`src/inc/atsc_pkg.sv`:
```
/*
 * Constants for the test pattern, sync and miscellaneous control registers.
 * Assumes a byte-wide register port with a 9-bit address.
 */
package atsc_pkg;
	localparam logic [8:0] ADDR_PATTERN1_LOW = 9'h019;
	localparam logic [8:0] ADDR_PATTERN1_HIGH = 9'h01a;
	localparam logic [8:0] ADDR_PATTERN2_LOW = 9'h01b;
	localparam logic [8:0] ADDR_PATTERN2_HIGH = 9'h01c;
	localparam logic [8:0] ADDR_SIGNATURE_LOW = 9'h024;
	localparam logic [8:0] ADDR_OVERRANGE_CTRL = 9'h02a;
	localparam logic [8:0] ADDR_CHANNEL_SOURCE = 9'h02e;
	localparam logic [8:0] ADDR_SYNC_CTRL = 9'h100;
	localparam logic [8:0] ADDR_MISC_CTRL = 9'h101;
	localparam logic [7:0] RST_PATTERN = 8'h00;
	localparam logic [7:0] RST_OVERRANGE = 8'h01;
	localparam logic [7:0] RST_SOURCE_CHAN_A = 8'h00;
	localparam logic [7:0] RST_SOURCE_CHAN_B = 8'h01;
	localparam logic [7:0] RST_SYNC = 8'h01;
	localparam logic [7:0] RST_MISC = 8'h88;
	localparam int SYNC_MASTER_BIT = 0;
	localparam int SYNC_DIVIDER_BIT = 1;
	localparam int SYNC_NEXT_ONLY_BIT = 2;
	localparam int MISC_OE_PIN_BIT = 7;
	localparam int MISC_DETECT_BIT = 3;
	localparam int MISC_RUN_OSC_BIT = 2;
	localparam int MISC_PULLDOWN_DIS_BIT = 0;
	localparam logic [7:0] SYNC_WRITE_MASK = 8'h07;
	localparam logic [7:0] MISC_WRITE_MASK = 8'h8d;
	localparam logic [7:0] FLAG_WRITE_MASK = 8'h01;
endpackage : atsc_pkg

```
`src/core/atsc_regs.sv`:
```
/*
 * Register bank for test patterns, signature readback, over-range pin enables,
 * channel source assignment, divider sync control and miscellaneous control.
 * Assumes a synchronous single-cycle register port and a channel index input.
 */
`timescale 1ns/1ps
module atsc_regs (
	// Clock and reset
	input wire logic sys_clk,
	input wire logic rst,
	// Register port
	input wire logic regWrite,
	input wire logic regRead,
	input wire logic [8:0] regAddr,
	input wire logic [7:0] regWdata,
	output logic [7:0] regRdata,
	// Channel index, bit 0 for A, bit 1 for B
	input wire logic [1:0] chanIndex,
	// Datapath status
	input wire logic [7:0] signatureIn,
	input wire logic syncPulse,
	input wire logic lowRateDetected,
	input wire logic outputEnablePinN,
	// Control outputs
	output logic [15:0] userPattern1,
	output logic [15:0] userPattern2,
	output logic [1:0] overrangePinEnable,
	output logic [1:0] channelSourceB,
	output logic dividerAlign,
	output logic oscillatorRun,
	output logic dataOutputsEnabled,
	output logic sdioPulldownDisable
);
	typedef struct packed {
		logic [7:0] rdata;
		logic [15:0] pat1;
		logic [15:0] pat2;
		logic [7:0] sig;
		logic [1:0] orEn;
		logic [1:0] src;
		logic [7:0] sync;
		logic [7:0] misc;
		logic align;
		logic osc;
		logic oe;
	} atsc_state_type;

	atsc_state_type s_q;
	atsc_state_type s_d;
	logic syncFire;

	// Reads an indexed bit, giving the OR of every selected channel.
	function automatic logic [7:0] readIndexed(input logic [1:0] bits, input logic [1:0] sel);
		readIndexed = {7'h00, |(bits & sel)};
	endfunction : readIndexed

	// Tells whether an address belongs to this bank.
	function automatic logic isMapped(input logic [8:0] a);
		isMapped = a inside {atsc_pkg::ADDR_PATTERN1_LOW, atsc_pkg::ADDR_PATTERN1_HIGH,
			atsc_pkg::ADDR_PATTERN2_LOW, atsc_pkg::ADDR_PATTERN2_HIGH,
			atsc_pkg::ADDR_SIGNATURE_LOW, atsc_pkg::ADDR_OVERRANGE_CTRL,
			atsc_pkg::ADDR_CHANNEL_SOURCE, atsc_pkg::ADDR_SYNC_CTRL, atsc_pkg::ADDR_MISC_CTRL};
	endfunction : isMapped

	always_comb begin
		s_d = s_q;
		s_d.align = 1'b0;
		s_d.sig = signatureIn;
		if (regRead) begin
			case (regAddr)
				atsc_pkg::ADDR_PATTERN1_LOW: s_d.rdata = s_q.pat1[7:0];
				atsc_pkg::ADDR_PATTERN1_HIGH: s_d.rdata = s_q.pat1[15:8];
				atsc_pkg::ADDR_PATTERN2_LOW: s_d.rdata = s_q.pat2[7:0];
				atsc_pkg::ADDR_PATTERN2_HIGH: s_d.rdata = s_q.pat2[15:8];
				atsc_pkg::ADDR_SIGNATURE_LOW: s_d.rdata = s_q.sig;
				atsc_pkg::ADDR_OVERRANGE_CTRL: s_d.rdata = readIndexed(s_q.orEn, chanIndex);
				atsc_pkg::ADDR_CHANNEL_SOURCE: s_d.rdata = readIndexed(s_q.src, chanIndex);
				atsc_pkg::ADDR_SYNC_CTRL: s_d.rdata = s_q.sync;
				atsc_pkg::ADDR_MISC_CTRL: s_d.rdata = s_q.misc;
				default: s_d.rdata = 8'h00;
			endcase
		end
		if (regWrite) begin
			case (regAddr)
				atsc_pkg::ADDR_PATTERN1_LOW: s_d.pat1[7:0] = regWdata;
				atsc_pkg::ADDR_PATTERN1_HIGH: s_d.pat1[15:8] = regWdata;
				atsc_pkg::ADDR_PATTERN2_LOW: s_d.pat2[7:0] = regWdata;
				atsc_pkg::ADDR_PATTERN2_HIGH: s_d.pat2[15:8] = regWdata;
				atsc_pkg::ADDR_OVERRANGE_CTRL: begin
					for (int i = 0; i < 2; i++) begin
						if (chanIndex[i]) begin
							s_d.orEn[i] = regWdata[0];
						end
					end
				end
				atsc_pkg::ADDR_CHANNEL_SOURCE: begin
					for (int i = 0; i < 2; i++) begin
						if (chanIndex[i]) begin
							s_d.src[i] = regWdata[0];
						end
					end
				end
				atsc_pkg::ADDR_SYNC_CTRL: s_d.sync = regWdata & atsc_pkg::SYNC_WRITE_MASK;
				atsc_pkg::ADDR_MISC_CTRL: s_d.misc = regWdata & atsc_pkg::MISC_WRITE_MASK;
				default: s_d.rdata = s_d.rdata;
			endcase
		end
		// A sync pulse acts only with master and divider enables set.
		syncFire = syncPulse && s_q.sync[atsc_pkg::SYNC_MASTER_BIT]
			&& s_q.sync[atsc_pkg::SYNC_DIVIDER_BIT];
		if (syncFire) begin
			s_d.align = 1'b1;
			if (s_q.sync[atsc_pkg::SYNC_NEXT_ONLY_BIT]) begin
				s_d.sync[atsc_pkg::SYNC_DIVIDER_BIT] = 1'b0;
			end
		end
		s_d.osc = s_q.misc[atsc_pkg::MISC_RUN_OSC_BIT]
			|| (s_q.misc[atsc_pkg::MISC_DETECT_BIT] && lowRateDetected);
		s_d.oe = s_q.misc[atsc_pkg::MISC_OE_PIN_BIT] ? ~outputEnablePinN : 1'b1;
	end

	always_ff @(posedge sys_clk) begin
		if (rst) begin
			s_q.rdata <= 8'h00;
			s_q.pat1 <= {atsc_pkg::RST_PATTERN, atsc_pkg::RST_PATTERN};
			s_q.pat2 <= {atsc_pkg::RST_PATTERN, atsc_pkg::RST_PATTERN};
			s_q.sig <= 8'h00;
			s_q.orEn <= {2{atsc_pkg::RST_OVERRANGE[0]}};
			s_q.src <= {atsc_pkg::RST_SOURCE_CHAN_B[0], atsc_pkg::RST_SOURCE_CHAN_A[0]};
			s_q.sync <= atsc_pkg::RST_SYNC;
			s_q.misc <= atsc_pkg::RST_MISC;
			s_q.align <= 1'b0;
			s_q.osc <= 1'b0;
			s_q.oe <= 1'b1;
		end else begin
			s_q <= s_d;
		end
	end

	assign regRdata = s_q.rdata;
	assign userPattern1 = s_q.pat1;
	assign userPattern2 = s_q.pat2;
	assign overrangePinEnable = s_q.orEn;
	assign channelSourceB = s_q.src;
	assign dividerAlign = s_q.align;
	assign oscillatorRun = s_q.osc;
	assign dataOutputsEnabled = s_q.oe;
	assign sdioPulldownDisable = s_q.misc[atsc_pkg::MISC_PULLDOWN_DIS_BIT];

	AST_NEXT_ONLY_CLEARS: assert property (@(posedge sys_clk) disable iff (rst)
		(syncFire && s_q.sync[2] && !(regWrite && regAddr == atsc_pkg::ADDR_SYNC_CTRL))
		|=> !s_q.sync[1] && s_q.align)
		else $error("divider enable not cleared after single sync");
	AST_CONT_SYNC_KEEPS: assert property (@(posedge sys_clk) disable iff (rst)
		(syncFire && !s_q.sync[2] && !regWrite) |=> s_q.sync[1] && s_q.align)
		else $error("continuous sync lost enable");
	AST_NO_MASTER_NO_ALIGN: assert property (@(posedge sys_clk) disable iff (rst)
		!$past(s_q.sync[0]) |-> !s_q.align)
		else $error("align without master enable");
	AST_OSC_RUN: assert property (@(posedge sys_clk) disable iff (rst)
		s_q.misc[2] |=> oscillatorRun)
		else $error("oscillator not forced on");
	AST_OE_IGNORED: assert property (@(posedge sys_clk) disable iff (rst)
		!s_q.misc[7] |=> dataOutputsEnabled)
		else $error("pin not ignored");
	AST_SIG_RO: assert property (@(posedge sys_clk) disable iff (rst)
		regRead && regAddr == atsc_pkg::ADDR_SIGNATURE_LOW |=> regRdata == $past(s_q.sig))
		else $error("signature readback wrong");
	AST_PAT1_WRITE: assert property (@(posedge sys_clk) disable iff (rst)
		regWrite && regAddr == atsc_pkg::ADDR_PATTERN1_HIGH |=> userPattern1[15:8] == $past(regWdata))
		else $error("pattern one high byte not written");
	AST_PAT2_WRITE: assert property (@(posedge sys_clk) disable iff (rst)
		regWrite && regAddr == atsc_pkg::ADDR_PATTERN2_LOW |=> userPattern2[7:0] == $past(regWdata))
		else $error("pattern two low byte not written");
	AST_MISC_MASK: assert property (@(posedge sys_clk) disable iff (rst)
		(s_q.misc & 8'h72) == 8'h00 && (s_q.sync & 8'hf8) == 8'h00)
		else $error("reserved bits set");
	AST_OR_INDEX: assert property (@(posedge sys_clk) disable iff (rst)
		regWrite && regAddr == atsc_pkg::ADDR_OVERRANGE_CTRL && chanIndex == 2'b01
		|=> overrangePinEnable[1] == $past(overrangePinEnable[1]))
		else $error("unindexed channel changed");
	AST_SRC_INDEX: assert property (@(posedge sys_clk) disable iff (rst)
		regWrite && regAddr == atsc_pkg::ADDR_CHANNEL_SOURCE && chanIndex == 2'b10
		|=> channelSourceB[1] == $past(regWdata[0]))
		else $error("source select not written");

	// Read path checks.
	AST_RD_PAT1_LOW: assert property (@(posedge sys_clk) disable iff (rst)
		regRead && regAddr == atsc_pkg::ADDR_PATTERN1_LOW |=> regRdata == $past(s_q.pat1[7:0]))
		else $error("pattern one low byte readback wrong");
	AST_RD_PAT1_HIGH: assert property (@(posedge sys_clk) disable iff (rst)
		regRead && regAddr == atsc_pkg::ADDR_PATTERN1_HIGH |=> regRdata == $past(s_q.pat1[15:8]))
		else $error("pattern one high byte readback wrong");
	AST_RD_PAT2_LOW: assert property (@(posedge sys_clk) disable iff (rst)
		regRead && regAddr == atsc_pkg::ADDR_PATTERN2_LOW |=> regRdata == $past(s_q.pat2[7:0]))
		else $error("pattern two low byte readback wrong");
	AST_RD_PAT2_HIGH: assert property (@(posedge sys_clk) disable iff (rst)
		regRead && regAddr == atsc_pkg::ADDR_PATTERN2_HIGH |=> regRdata == $past(s_q.pat2[15:8]))
		else $error("pattern two high byte readback wrong");
	AST_RD_OVERRANGE: assert property (@(posedge sys_clk) disable iff (rst)
		regRead && regAddr == atsc_pkg::ADDR_OVERRANGE_CTRL
		|=> regRdata == {7'h00, $past(|(s_q.orEn & chanIndex))})
		else $error("over-range enable readback wrong");
	AST_RD_SOURCE: assert property (@(posedge sys_clk) disable iff (rst)
		regRead && regAddr == atsc_pkg::ADDR_CHANNEL_SOURCE
		|=> regRdata == {7'h00, $past(|(s_q.src & chanIndex))})
		else $error("source select readback wrong");
	AST_RD_SYNC: assert property (@(posedge sys_clk) disable iff (rst)
		regRead && regAddr == atsc_pkg::ADDR_SYNC_CTRL |=> regRdata == $past(s_q.sync))
		else $error("sync control readback wrong");
	AST_RD_MISC: assert property (@(posedge sys_clk) disable iff (rst)
		regRead && regAddr == atsc_pkg::ADDR_MISC_CTRL |=> regRdata == $past(s_q.misc))
		else $error("misc control readback wrong");
	AST_RD_UNMAPPED: assert property (@(posedge sys_clk) disable iff (rst)
		regRead && !isMapped(regAddr) |=> regRdata == 8'h00)
		else $error("unmapped read not zero");
	AST_RD_HOLD: assert property (@(posedge sys_clk) disable iff (rst)
		!regRead |=> $stable(regRdata))
		else $error("read data changed without a read");
	AST_SIG_FOLLOWS: assert property (@(posedge sys_clk) disable iff (rst)
		1'b1 |=> s_q.sig == $past(signatureIn))
		else $error("signature byte not taken from engine");

	// Write path checks.
	AST_PAT1_LOW_WRITE: assert property (@(posedge sys_clk) disable iff (rst)
		regWrite && regAddr == atsc_pkg::ADDR_PATTERN1_LOW |=> userPattern1[7:0] == $past(regWdata))
		else $error("pattern one low byte not written");
	AST_PAT2_HIGH_WRITE: assert property (@(posedge sys_clk) disable iff (rst)
		regWrite && regAddr == atsc_pkg::ADDR_PATTERN2_HIGH
		|=> userPattern2[15:8] == $past(regWdata))
		else $error("pattern two high byte not written");
	AST_PAT1_LOW_HOLD: assert property (@(posedge sys_clk) disable iff (rst)
		!(regWrite && regAddr == atsc_pkg::ADDR_PATTERN1_LOW) |=> $stable(userPattern1[7:0]))
		else $error("pattern one low byte changed");
	AST_PAT1_HIGH_HOLD: assert property (@(posedge sys_clk) disable iff (rst)
		!(regWrite && regAddr == atsc_pkg::ADDR_PATTERN1_HIGH) |=> $stable(userPattern1[15:8]))
		else $error("pattern one high byte changed");
	AST_PAT2_LOW_HOLD: assert property (@(posedge sys_clk) disable iff (rst)
		!(regWrite && regAddr == atsc_pkg::ADDR_PATTERN2_LOW) |=> $stable(userPattern2[7:0]))
		else $error("pattern two low byte changed");
	AST_PAT2_HIGH_HOLD: assert property (@(posedge sys_clk) disable iff (rst)
		!(regWrite && regAddr == atsc_pkg::ADDR_PATTERN2_HIGH) |=> $stable(userPattern2[15:8]))
		else $error("pattern two high byte changed");
	AST_OR_WRITE_A: assert property (@(posedge sys_clk) disable iff (rst)
		regWrite && regAddr == atsc_pkg::ADDR_OVERRANGE_CTRL && chanIndex[0]
		|=> overrangePinEnable[0] == $past(regWdata[0]))
		else $error("channel A over-range enable not written");
	AST_OR_WRITE_B: assert property (@(posedge sys_clk) disable iff (rst)
		regWrite && regAddr == atsc_pkg::ADDR_OVERRANGE_CTRL && chanIndex[1]
		|=> overrangePinEnable[1] == $past(regWdata[0]))
		else $error("channel B over-range enable not written");
	AST_OR_HOLD: assert property (@(posedge sys_clk) disable iff (rst)
		!(regWrite && regAddr == atsc_pkg::ADDR_OVERRANGE_CTRL) |=> $stable(overrangePinEnable))
		else $error("over-range enables changed");
	AST_SRC_WRITE_A: assert property (@(posedge sys_clk) disable iff (rst)
		regWrite && regAddr == atsc_pkg::ADDR_CHANNEL_SOURCE && chanIndex[0]
		|=> channelSourceB[0] == $past(regWdata[0]))
		else $error("channel A source select not written");
	AST_SRC_HOLD: assert property (@(posedge sys_clk) disable iff (rst)
		!(regWrite && regAddr == atsc_pkg::ADDR_CHANNEL_SOURCE) |=> $stable(channelSourceB))
		else $error("source selects changed");
	AST_SYNC_WRITE: assert property (@(posedge sys_clk) disable iff (rst)
		regWrite && regAddr == atsc_pkg::ADDR_SYNC_CTRL && !syncFire
		|=> s_q.sync == $past(regWdata & atsc_pkg::SYNC_WRITE_MASK))
		else $error("sync control not written");
	AST_SYNC_HOLD: assert property (@(posedge sys_clk) disable iff (rst)
		!(regWrite && regAddr == atsc_pkg::ADDR_SYNC_CTRL) && !syncFire |=> $stable(s_q.sync))
		else $error("sync control changed");
	AST_MISC_WRITE: assert property (@(posedge sys_clk) disable iff (rst)
		regWrite && regAddr == atsc_pkg::ADDR_MISC_CTRL
		|=> s_q.misc == $past(regWdata & atsc_pkg::MISC_WRITE_MASK))
		else $error("misc control not written");
	AST_MISC_HOLD: assert property (@(posedge sys_clk) disable iff (rst)
		!(regWrite && regAddr == atsc_pkg::ADDR_MISC_CTRL) |=> $stable(s_q.misc))
		else $error("misc control changed");

	// Sync, oscillator and output enable checks.
	AST_SINGLE_CLEAR_WINS: assert property (@(posedge sys_clk) disable iff (rst)
		syncFire && s_q.sync[2] |=> !s_q.sync[1])
		else $error("single sync clear lost to a write");
	AST_ALIGN_ON_FIRE: assert property (@(posedge sys_clk) disable iff (rst)
		syncFire |=> dividerAlign)
		else $error("accepted sync did not align");
	AST_NO_FIRE_NO_ALIGN: assert property (@(posedge sys_clk) disable iff (rst)
		!syncFire |=> !dividerAlign)
		else $error("align without accepted sync");
	AST_OSC_DETECT: assert property (@(posedge sys_clk) disable iff (rst)
		s_q.misc[3] && lowRateDetected |=> oscillatorRun)
		else $error("oscillator not started by detector");
	AST_OSC_IDLE: assert property (@(posedge sys_clk) disable iff (rst)
		!s_q.misc[2] && !(s_q.misc[3] && lowRateDetected) |=> !oscillatorRun)
		else $error("oscillator runs without cause");
	AST_OE_PIN: assert property (@(posedge sys_clk) disable iff (rst)
		s_q.misc[7] |=> dataOutputsEnabled == !$past(outputEnablePinN))
		else $error("output enable pin not followed");
endmodule : atsc_regs

```
`config.mk`:
```
export PLATFORM = sky130hd
export DESIGN_NAME = atsc_regs
export DESIGN_NICKNAME = d
export VERILOG_FILES = /design/src/inc/atsc_pkg.sv /design/src/core/atsc_regs.sv
export SDC_FILE = /design/constraint.sdc
export NUM_CORES = 1
export LEC_CHECK = 0
export BUFFER_PORTS_ARGS = -buffer_cell sky130_fd_sc_hd__buf_2
export CORE_UTILIZATION = 45
export CTS_CLUSTER_DIAMETER = 30
export DETAILED_ROUTE_END_ITERATION = 12
export PLACE_DENSITY_LB_ADDON = 0.08
export SLEW_MARGIN = 30
export SYNTH_ARGS = -nofsm -noshare
export SYNTH_HDL_FRONTEND = slang
export SYNTH_SLANG_ARGS = --single-unit
```
`constraint.sdc`:
```
create_clock -name sys_clk -period 5.3 [get_ports sys_clk]
set_clock_uncertainty 0.2 [all_clocks]
set_input_delay 0.53 -clock sys_clk [delete_from_list [all_inputs] [get_ports sys_clk]]
set_output_delay 0.53 -clock sys_clk [all_outputs]
set_load 0.1 [all_outputs]
```
After elaboration in Yosys (flattened, before gate mapping). Cells that the tools add are included. W data, S select, Z words.

Bits in registers: 62. Bits of input ports: 34. Output and inout port bits: 48. Logic and storage cells: 54.

Eq/ne operators: 9. Mux-type cells: 8. Bitwise gates (word level): 4. Reductions and logical operators: 17.

Operators by type and width (number): $pmux W8 S9 (1); $eq A9 B5 Y1 const B (4); $eq A9 B6 Y1 const B (3); $eq A9 B9 Y1 const B (2); $mux W8 (2); $reduce_and A2 Y1 (6); $reduce_and A3 Y1 (4); $mux W10 (1); $reduce_or A2 Y1 (3); $and A2 B2 Y2 (2); $logic_and A1 B1 Y1 (3); $mux W1 (3); $mux W2 (1); $not A1 Y1 (2); $logic_or A1 B1 Y1 (1).

Depth between registers and ports, before layout.
Depth after elaboration: 5. Depth in mapped cells: 7. Gate-level depth less buffers: 5.

Worst setup path before layout. No wires, ideal clock.

Kind: input to register. Start: input regAddr[5]. End: register s_q, in the netlist userPattern2[0]. Library setup time: 132 ps. Arrival time: 1859 ps. Required time: 4968 ps. Slack: 3109 ps. Cell stages on the path: 7. Path buffers: 2. Path through: or4b_1 -> buf_2 -> nor3_4 -> buf_4 -> nand2_2 -> nand2_1 -> a21oi_1.

Word-level cells in the longest chain between the ends: 2.

Ends and longest elaborated chain: start: declaration (RTL line atsc_regs.sv:14) `input wire logic [8:0] regAddr,`; $eq A9 B5 Y1 (RTL line atsc_regs.sv:84) `case (regAddr)`; $reduce_and A2 Y1 (no source line); end: declaration (RTL line atsc_regs.sv:48) `atsc_state_type s_q;`.

Every way passes these cells. A chain may end at the register's enable or synchronous reset.

Worst setup path in the final report.
Start: input regAddr[5]. End: register s_q, in the netlist userPattern1[8].

The elaborated chain is that of the path after synthesis.

==> reports/qor.txt <==
Slowest stage cell, crit path: or4b_1
Worst path required time: 5270 ps
First-pass GRT wire length: 12400 um
Largest net degree at the start of global routing: 49
CP Cell Sequence: buf_2, or4b_1, nor3_2, nand2_1, nand2_1, a21oi_1
Register area share after synthesis: 40.4%
Post-route setup slack: 2670 ps
Initial DRC count: 125
Status: finished, final reports clean
CTS max path bufs: 2
DP HPWL: 5590 um
Power Internal: 0.710 mW
Post-synth EDFFs: 0
Post-route ant nets: 0
CTS H-tree lvls: 3
Syn nets: 375
Routability cong.: 0.831
Period minus WS final: 2630 ps
IO buf count: 81
Final Cycle Share: 49.6%
I/O pin count: 82
TritonCTS Sinks: 62
Critical path fanouts, max: 12
Area of the mapped netlist: 3070 sq um
Root buffer cell: clkbuf_8
Final setup fails: 0
TritonCTS buffer count: 9
Critical path class: input pin to register
WL/cell: 17.1 um
Place WS: 2320 ps
First-pass iteration count of the detailed router: 6
Synth top area cells: dfxtp_1 40%, buf_4 11%, mux2i_1 9.1%
Sequential share of power: 49.9%
Worst Tran Pin Value: 953 ps
Synth warn: 0
Core area: 6460 sq um
DR vias: 2508
Sw Share: 25.2%
Grt ovf: 0
Tot GR Track Use: 22.8%
Worst skew pair latency: 340 ps
Slew headroom: 36.4%
Hold WC Path Type: input pin to register
Synth Flop Type: dfxtp_1
Cell row count: 29
Nets: 405
Ys async rst share: 0%
Ratio of cells with drive above 1 in the final layout: 29.3%
RSZ-0062 raised after global routing: false
CTS tree: built
Overall routed net length: 7740 um
Crit path DAT: 2600 ps
Hold_buf cts: 0
Synth top cells by count: 62 x dfxtp_1, 46 x buf_4, 32 x nor2_1, 29 x nand2_1, 28 x mux2i_1
Fmax: 0.381 GHz
Starting density of the core: 47.6%
Post-Synthesis Cells: 341
Setup crit end kind: register
Die width: 84.7 um
Antenna diodes: 0
Die height: 84.7 um
Max cap viols: 0
Total power: 0.949 mW
Vias/cell: 5.54
Pwr Density: 283 nW/um^2
Max-slew violation count: 0
Final Hold Fails: 0
Vias in the first global route: 2320
Area grow syn2layout: 9.08%
Psw: 0.239 mW
Post-synth cell types: 48
Maximum vdd drop: 0.000141 V
Post-synth top area share: 40.4%
Post-CTS Setup Inserts: 0
Cell with the most instances after synthesis: dfxtp_1
Cts repair resizes: 0
Comb power frac: 8.6%
Full die area: 7170 sq um
Startpoint Class: input pin
Synth Register Bits: 62
CTS clk-pin slew, worst paths: 70 ps
Syn Area/Cell: 9.02 sq um
Top cell by count, worst path: nand2_1
Residual DRC count: 0
Crit path largest cell delay: 720 ps
Antenna violations before repair: 0
TNS Setup: 0 ps
Clock Power Share: 41.5%
Cell taking the most area after synthesis: dfxtp_1
Hold WS: 185 ps
Leakage: 1.52 nW
-- sequential cells by signal, indices dropped and copies added (netlist names) --
name,flops
regRdata,8
channelSourceB,2
userPattern2,16
overrangePinEnable,2
dividerAlign,1
sdioPulldownDisable,1
userPattern1,16
s_q,14
dataOutputsEnabled,1
oscillatorRun,1
-- final timing paths --
path	from	to	slack (ps)	cells past startpoint
worst max-delay path	regAddr[5]	userPattern1[8]	2670	6
worst min-delay path	outputEnablePinN	dataOutputsEnabled	190	2
worst max register to register	userPattern1[1]	regRdata[1]	3800	3
worst min register to register	s_q[10]	dataOutputsEnabled	250	1
-- per-layer routing --
layer | vias up | wire (um) | track usage (%) | share of wire, %
met3 | 12 | 428 | 4.23 | 5.5
met1 | 1182 | 3590 | 31.6 | 46
met2 | 90 | 3600 | 34.5 | 46
met4 | 0 | 127 | 10.0 | 1.6
li1 | 1224 | - | - | -
met5 | - | 0 | 0 | 0
-- worst max-delay path, delay by kind of cell --
| family | cells | cell delay, ps |
|---|---|---|
| compound gates | 1 | 70 |
| simple gates | 4 | 1880 |
| buf+inv | 1 | 110 |
-- layout by cell type (no fill, tap or decap), types with 2 or more instances in the layout --
master / count
a211oi_1: 3
a221oi_1: 6
clkinv_2: 2
a32o_1: 2
nor3_1: 9
clkbuf_8: 9
a2bb2oi_1: 2
a22oi_1: 7
inv_1: 4
nand3_4: 2
nor2b_1: 10
clkbuf_1: 3
dfxtp_1: 62
a21oi_1: 19
mux2_2: 4
nand4_1: 2
nand2_1: 29
a22o_1: 8
nor2_1: 32
and3_1: 4
o21a_1: 2
buf_2: 81
mux2i_1: 28
nand3_1: 19
-- per-stage QoR --
stage	utilization [%]	area (sq um)	std cells
after floorplan	-	3070	341
after global placement	49.1	3170	437
after detailed placement	49.1	3170	437
after CTS	51.9	3350	453
after global routing	51.9	3350	453
final	51.9	3350	453
-- cell type report --
type	count	area (sq um)
sequential	62	1240
inverter	5	18.8
timing repair buffer	81	405
clock buffer	12	135
tap	77	96.3
multi-input combinational	212	1410
fill	639	3110
clock inverter	4	47.5
-- cells by family (layout without fill, tap and decap cells) --
| logic type | after synthesis | after routing | share of synthesized area (%) |
|---|---|---|---|
| DFF | 62 | 62 | 40.4 |
| muxes | 32 | 32 | 10.6 |
| buffers and inverters | 67 | 102 | 13.9 |
| AOI/OAI and AO/OA | 57 | 57 | 13.7 |
| and+or+nand+nor | 123 | 123 | 21.5 |
-- power groups by stage --
stage	Clock [mW]	Sequential (mW)	Combinational, mW
floorplan	0	0.490	0.0474
global placement	0	0.484	0.0813
detailed placement	0	0.484	0.0815
CTS	0.403	0.474	0.0819
global route	0.423	0.474	0.0879
finish	0.394	0.474	0.0815
No activity file was read; power rests on OpenSTA's default activity.
